File: config.mk
export PLATFORM = sky130hd
export DESIGN_NAME = hbpwm_core
export DESIGN_NICKNAME = d
export VERILOG_FILES = /design/src/logic/hbpwm_pkg.sv /design/src/logic/hbpwm_core.sv
export SDC_FILE = /design/constraint.sdc
export NUM_CORES = 1
export LEC_CHECK = 0
export BUFFER_PORTS_ARGS = -buffer_cell sky130_fd_sc_hd__clkbuf_2
export CELL_PAD_IN_SITES_DETAIL_PLACEMENT = 1
export CELL_PAD_IN_SITES_GLOBAL_PLACEMENT = 1
export CORE_MARGIN = 2
export CORE_UTILIZATION = 44
export CTS_CLUSTER_SIZE = 10
export DETAILED_ROUTE_END_ITERATION = 16
export GPL_TIMING_DRIVEN = 0
export PLACE_DENSITY = 0.84
export SETUP_SLACK_MARGIN = 0.5
export SLEW_MARGIN = 20
export SYNTH_ARGS = -nofsm -noshare
export SYNTH_HDL_FRONTEND = slang
export SYNTH_SLANG_ARGS = --single-unit
File: constraint.sdc
create_clock -name clk_in -period 2 [get_ports clk_in]
set_input_delay 0.4 -clock clk_in [delete_from_list [all_inputs] [get_ports clk_in]]
set_output_delay 0.4 -clock clk_in [all_outputs]
set_load 0.005 [all_outputs]
File: src/logic/hbpwm_pkg.sv
// Constants and types for the half-bridge PWM output stage
//
// Overview of operation
// - Half-bridge drives two output pins together
// - Primary pin PWM, second pin its complement
// - Seven-bit dead-band count delays active edges
// - Dead-band beyond duty keeps output inactive
// - Auto-restart only when restart bit set
// - Shutdown flag holds while condition active
// - Condition gone, restart bit set: hardware clears flag, resumes
`default_nettype none
package hbpwm_pkg;
  localparam int DB_WIDTH = 7;
  localparam int DB_MSB   = 6;
  localparam int RST_BIT  = 7;
  localparam logic [7:0] CTRL_RESET = 8'h00;
  localparam logic [6:0] DB_ZERO    = 7'h00;
  localparam logic [6:0] DB_ONE     = 7'h01;

  typedef struct packed {
    logic pwm_primary;
    logic pwm_complement;
  } hbpwm_pins_s;
endpackage
`default_nettype wire
File: src/logic/hbpwm_core.sv
// Half-bridge output stage with dead-band and auto-restart
//
// Our own choices: the plain strobed port and the register addresses.
`default_nettype none
module hbpwm_core
  import hbpwm_pkg::*;
(
  input  wire logic        clk_in,
  input  wire logic        reset_n_in,
  input  wire logic        inst_cycle_in,
  input  wire logic        pwm_raw_in,
  input  wire logic        shutdown_in,
  input  wire logic        flag_clear_in,
  input  wire logic [2:0]  addr_in,
  input  wire logic [7:0]  wdata_in,
  input  wire logic        wr_in,
  input  wire logic        rd_in,
  output logic      [7:0]  rdata_out,
  output var hbpwm_pins_s  pins_out,
  output logic             shutdown_event_flag_out
);
  localparam logic [2:0] ADDR_CTRL   = 3'h0;
  localparam logic [2:0] ADDR_STATUS = 3'h1;
  // Counter stops here so a long level cannot wrap back under the count
  localparam logic [6:0] DB_SATURATE = 7'h7f;

  //--------------------------------------------------------------
  // Shutdown input synchroniser
  //--------------------------------------------------------------
  logic [1:0] sd_sync_reg;
  logic [1:0] sd_sync_next;
  always_comb
  begin
    sd_sync_next = {sd_sync_reg[0], shutdown_in};
  end
  always_ff @(posedge clk_in)
  begin
    if (!reset_n_in)
      sd_sync_reg <= 2'h0;
    else
      sd_sync_reg <= sd_sync_next;
  end
  wire logic shutdown_active = sd_sync_reg[1];

  //--------------------------------------------------------------
  // Register port and shutdown flag
  //--------------------------------------------------------------
  logic [7:0] pwm_control_reg;
  logic [7:0] ctrl_next;
  logic       flag_reg;
  logic       flag_next;
  logic [7:0] rdata_reg;
  logic [7:0] rdata_next;
  wire logic  restart_enable_bit = pwm_control_reg[RST_BIT];
  wire logic [6:0] deadband_cycle_count = pwm_control_reg[DB_MSB:0];

  always_comb
  begin
    ctrl_next  = pwm_control_reg;
    flag_next  = flag_reg;
    rdata_next = 8'h00;
    if (wr_in && addr_in == ADDR_CTRL)
      ctrl_next = wdata_in;
    if ((wr_in && addr_in == ADDR_STATUS && !wdata_in[0]) || flag_clear_in)
      flag_next = 1'b0;
    if (restart_enable_bit && !shutdown_active)
      flag_next = 1'b0;
    if (shutdown_active)
      flag_next = 1'b1;
    if (rd_in)
    begin
      case (addr_in)
        ADDR_CTRL:   rdata_next = pwm_control_reg;
        ADDR_STATUS: rdata_next = {6'h00, shutdown_active, flag_reg};
        default:     rdata_next = 8'h00;
      endcase
    end
  end
  always_ff @(posedge clk_in)
  begin
    if (!reset_n_in)
    begin
      pwm_control_reg <= CTRL_RESET;
      flag_reg        <= 1'b0;
      rdata_reg       <= 8'h00;
    end
    else
    begin
      pwm_control_reg <= ctrl_next;
      flag_reg        <= flag_next;
      rdata_reg       <= rdata_next;
    end
  end

  //--------------------------------------------------------------
  // Dead-band delay per output
  //--------------------------------------------------------------
  logic [6:0] cnt_a_reg;
  logic [6:0] cnt_b_reg;
  logic [6:0] cnt_a_next;
  logic [6:0] cnt_b_next;
  logic       out_a_reg;
  logic       out_b_reg;
  logic       out_a_next;
  logic       out_b_next;

  function automatic logic [6:0] db_step(input logic want,
                                         input logic [6:0] cnt,
                                         input logic tick);
    if (!want)
      db_step = DB_ZERO;
    else if (tick && cnt != DB_SATURATE)
      db_step = cnt + DB_ONE;
    else
      db_step = cnt;
  endfunction

  always_comb
  begin
    // Count inactive-to-active delay separately for each output
    cnt_a_next = db_step(pwm_raw_in, cnt_a_reg, inst_cycle_in);
    cnt_b_next = db_step(!pwm_raw_in, cnt_b_reg, inst_cycle_in);
    // If the level ends before the count, output never goes active
    out_a_next = pwm_raw_in && (cnt_a_reg >= deadband_cycle_count);
    out_b_next = !pwm_raw_in && (cnt_b_reg >= deadband_cycle_count);
    if (flag_reg || shutdown_active)
    begin
      out_a_next = 1'b0;
      out_b_next = 1'b0;
    end
  end
  always_ff @(posedge clk_in)
  begin
    if (!reset_n_in)
    begin
      cnt_a_reg <= DB_ZERO;
      cnt_b_reg <= DB_ZERO;
      out_a_reg <= 1'b0;
      out_b_reg <= 1'b0;
    end
    else
    begin
      cnt_a_reg <= cnt_a_next;
      cnt_b_reg <= cnt_b_next;
      out_a_reg <= out_a_next;
      out_b_reg <= out_b_next;
    end
  end

  always_comb
  begin
    pins_out.pwm_primary    = out_a_reg;
    pins_out.pwm_complement = out_b_reg;
  end
  assign rdata_out               = rdata_reg;
  assign shutdown_event_flag_out = flag_reg;

  //--------------------------------------------------------------
  // Assertions: register port and flag
  //--------------------------------------------------------------
  a_ctrl_write: assert property (@(posedge clk_in) disable iff (!reset_n_in)
    (wr_in && addr_in == ADDR_CTRL) |=> pwm_control_reg == $past(wdata_in))
    else $error("control write lost");
  a_ctrl_read: assert property (@(posedge clk_in) disable iff (!reset_n_in)
    (rd_in && addr_in == ADDR_CTRL) |=> rdata_reg == $past(pwm_control_reg))
    else $error("control read wrong");
  a_rdata_idle: assert property (@(posedge clk_in) disable iff (!reset_n_in)
    !rd_in |=> rdata_reg == 8'h00) else $error("read data outside read");
  a_status_clear: assert property (@(posedge clk_in) disable iff (!reset_n_in)
    (wr_in && addr_in == ADDR_STATUS && !wdata_in[0] && !shutdown_active)
    |=> !flag_reg) else $error("status write did not clear flag");

  //--------------------------------------------------------------
  // Assertions: outputs, dead-band and flag
  //--------------------------------------------------------------
  a_sd_quiet: assert property (@(posedge clk_in) disable iff (!reset_n_in)
    shutdown_active |=> !out_a_reg && !out_b_reg)
    else $error("output while shutdown active");
  a_cnt_a_clear: assert property (@(posedge clk_in) disable iff (!reset_n_in)
    !pwm_raw_in |=> cnt_a_reg == DB_ZERO) else $error("primary count kept");
  a_cnt_b_clear: assert property (@(posedge clk_in) disable iff (!reset_n_in)
    pwm_raw_in |=> cnt_b_reg == DB_ZERO) else $error("complement count kept");
  a_primary_pol: assert property (@(posedge clk_in) disable iff (!reset_n_in)
    out_a_reg |-> $past(pwm_raw_in)) else $error("primary polarity");
  a_no_overlap: assert property (@(posedge clk_in) disable iff (!reset_n_in)
    !(out_a_reg && out_b_reg)) else $error("both outputs active");
  a_flag_holds: assert property (@(posedge clk_in) disable iff (!reset_n_in)
    shutdown_active |=> flag_reg) else $error("flag not set in shutdown");
  a_auto_clear: assert property (@(posedge clk_in) disable iff (!reset_n_in)
    (flag_reg && !shutdown_active && restart_enable_bit) |=> !flag_reg)
    else $error("auto-restart did not clear flag");
  a_sticky_flag: assert property (@(posedge clk_in) disable iff (!reset_n_in)
    (flag_reg && !restart_enable_bit && !flag_clear_in && !wr_in) |=> flag_reg)
    else $error("flag cleared without software");
  a_quiet_flag: assert property (@(posedge clk_in) disable iff (!reset_n_in)
    flag_reg |=> !out_a_reg && !out_b_reg) else $error("output during shutdown");
  a_deadband_a: assert property (@(posedge clk_in) disable iff (!reset_n_in)
    $rose(out_a_reg) |-> $past(cnt_a_reg) >= $past(deadband_cycle_count))
    else $error("primary active before dead-band");
  a_deadband_b: assert property (@(posedge clk_in) disable iff (!reset_n_in)
    $rose(out_b_reg) |-> $past(cnt_b_reg) >= $past(deadband_cycle_count))
    else $error("complement active before dead-band");
  a_compl_pol: assert property (@(posedge clk_in) disable iff (!reset_n_in)
    out_b_reg |-> !$past(pwm_raw_in)) else $error("complement polarity");
endmodule
`default_nettype wire

==> results.md <==
- Status: finished clean
- RSZ-0062 raised after global routing: true
- Combinational share of power: 7.2%
- Mapped Cells: 188
- Antenna violations before repair: 0
- WL final: 4066 µm
- CP Capture Type: flip-flop
- Ys async rst share: 0%
- Place WS: 0.4891 ns
- FILL cells: 453
- Share of layout cells above drive strength 1: 24.55%
- Final Net Count: 258
- Syn Nets: 223
- Number of global-route vias before repair: 1532
- H-tree depth: 2
- Maxcap violations: 0
- Area of the multi-input gates: 937.1 µm²
- Relative slew slack: 68.96%
- Reg2Reg Depth: 5
- Skew-Pair Late Insertion Delay: 0.28 ns
- Final hold vios: 0
- Sw Ratio: 21.56%
- Area share of the largest cell type after synthesis: 41.36%
- Final Max Slew Viols: 0
- Avg Cell Area, Syn: 9.011 µm²
- IO Count: 30
- Max clock buf depth: 2
- Avg Vias per Cell: 5.320
- Worst Hold Class: in -> reg
- Worst Skew: 0.002578 ns
- Final worst setup slack: 0.6130 ns
- Part of the cycle the worst path needs: 69.35%
- Cts bufs inserted: 5
- Area Growth Syn to Fin: 20.01%
- Layout Utilization: 55.12%
- Total die area: 4363 µm²
- CTS tree: yes
- EDFF count, synth: 0
- WP data required: 2.21 ns
- Initial core utilization: 45.93%
- Synth Cell Area: 1694 µm²
- First-pass GRT wire length: 6934 µm
- Peak VDD IR: 400.7 µV
- Total grt overflow: 0
- CTS root buf: clkbuf_8
- Worst-Margin Slew: 0.4637 ns
- Input/output buffers: 28
- Synth Flop Type: dfxtp_1
- Worst EP arrival: 1.60 ns
- Clk slew on worst S/H paths: 0.07 ns
- DR iter-0 viols: 62
- Setup violators final: 0
- RD Place Congestion: 0.7500
- Register area share after synthesis: 41.36%
- Int Power: 1.162 mW
- Design Power: 1.481 mW
- Sequential Power Share: 48.5%
- Post-layout min period: 1.387 ns
- CP Launch Type: flip-flop
- Die Wd: 66.05 µm
- Cts hold-fix bufs: 0
- Storage cell area: 703.2 µm²
- Clk sinks: 35
- Global-route usage over all layers: 21.37%
- DRC Markers: 0
- Ant diodes: 0
- Worst setup path start: cnt_b_reg[1]$_SDFFE_PP0P_
- Hold path start: shutdown_in
- 1st-pass router iterations: 4
- Core ar.: 3689 µm²
- Critical path type: reg -> reg
- Die H: 66.05 µm
- Worst r2r src: cnt_b_reg[1]$_SDFFE_PP0P_
- Clock power share: 44.3%
- Leakage: 0.8333 nW
- PwrDens: 728.5 nW/µm²
- Yosys reg bits: 35
- DP HPWL: 3133 µm
- Setup_tns: 0 ns
- Yosys top cell by area: dfxtp_1
- Worst-path maximum fanout: 5
- Worst hold path stage count: 2
- Largest net degree at the start of global routing: 12
- Final Cell Area: 2033 µm²
- Synth area leaders: dfxtp_1 (41%), ha_1 (12%), nand2_1 (5.8%), nor2_1 (4.2%), a21boi_0 (3.5%)
- Antenna Violating Nets Remaining: 0
- Synth Warn #: 0
- Rows: 22
- Max Freq: 721.0 MHz
- WL per Instance: 14.95 µm
- Postcts setup bufs: 0
- Switch Pwr: 319.3 µW
- Number of vias in the routed layout: 1447
- Distinct cells, synth: 39
- Placed Area: 1894 µm²
-- cell usage after synthesis, types with 2 or more instances --
library cell,number
ha_1,16
nand2_1,26
inv_1,9
xor2_1,2
mux2i_1,3
xnor2_1,3
clkbuf_1,2
a21boi_0,8
o21ai_0,6
and2_1,2
a21oi_1,11
nor3_1,8
nor2_1,19
nor4_1,2
nor3b_1,2
nor2b_1,3
buf_4,3
dfxtp_1,35
nand3_1,6
a31oi_1,3
-- routing by layer --
metal,GRT usage [%],up-vias,share of wire (%)
met4,4.592,0,0.86
met3,5.622,4,2.1
met2,39.14,16,53
met5,0,-,0
li1,-,717,-
met1,24.84,710,44
-- final cells by class --
type / instances / share of cell area, %
repair buffers: 28 / 6.892
inverters: 9 / 1.662
plain buffers: 6 / 2.031
well taps: 48 / 2.954
flip-flops and latches: 35 / 34.58
clock inverters: 2 / 1.723
multi-input cells: 138 / 46.09
clock buffers: 6 / 4.062
-- repair_timing --
action                     4_1_cts  5_1_grt
setup endpoints to repair        1        4
gates resized for setup          1        7
pin swaps                        0        1
-- power groups by stage --
stage	clock (mW)	combinational [mW]	sequential (mW)
after detailed placement	0	0.105	0.733
after global placement	0	0.100	0.732
after global routing	0.700	0.121	0.720
after floorplan	0	0.0627	0.730
after CTS	0.674	0.106	0.718
final	0.657	0.106	0.719
-- metrics by stage --
| stage | hold slack (ns) | cells |
|---|---|---|
| final | 0.3220 | 272 |
| after global routing | 0.3141 | 272 |
| after CTS | 0.3146 | 272 |
| after detailed placement | 0.4508 | 264 |
| after global placement | 0.4172 | 264 |
| after floorplan | 0.4119 | 188 |
-- critical path: stages, from the launching register on --
cell and delay (ns):
dfxtp_1 0.39, ha_1 0.27, and3_2 0.27, nand2b_4 0.07, nor3b_1 0.14, a211oi_2 0.18
-- layout by cell type (no fill, tap or decap), types with 2 or more instances in the layout --
| cell | n |
|---|---|
| dfxtp_1 | 33 |
| clkbuf_2 | 28 |
| nand2_1 | 26 |
| nor2_1 | 19 |
| ha_1 | 15 |
| a21oi_1 | 11 |
| inv_1 | 9 |
| nor3_1 | 8 |
| a21boi_0 | 8 |
| nand3_1 | 6 |
| clkbuf_8 | 6 |
| o21ai_1 | 4 |
| mux2i_1 | 3 |
| xnor2_1 | 3 |
| a31oi_1 | 3 |
| buf_4 | 3 |
| nor2b_1 | 3 |
| o21ai_0 | 3 |
| clkbuf_1 | 2 |
| nor3b_1 | 2 |
| and2_1 | 2 |
| xor2_1 | 2 |
| dfxtp_2 | 2 |
-- kinds of logic after synthesis --
group                    share of synthesized area, %
AO/OA/AOI/OAI                                   12.63
buffers and inverters                           4.431
multiplexers                                    1.773
flip-flops                                      41.36
XOR/XNOR                                        2.585
AND/OR/NAND/NOR                                 25.41
adder cells (fa/ha/maj)                         11.82
-- final timing paths --
kind | end | slack (ns)
setup / recovery | cnt_b_reg[2]$_SDFFE_PP0P_ | 0.61
hold / removal | sd_sync_reg[0]$_SDFF_PN0_ | 0.32
setup reg to reg | cnt_b_reg[2]$_SDFFE_PP0P_ | 0.61
hold reg to reg | pwm_control_reg[4]$_SDFFE_PN0P_ | 0.47
(Power assumes the default switching activity.)
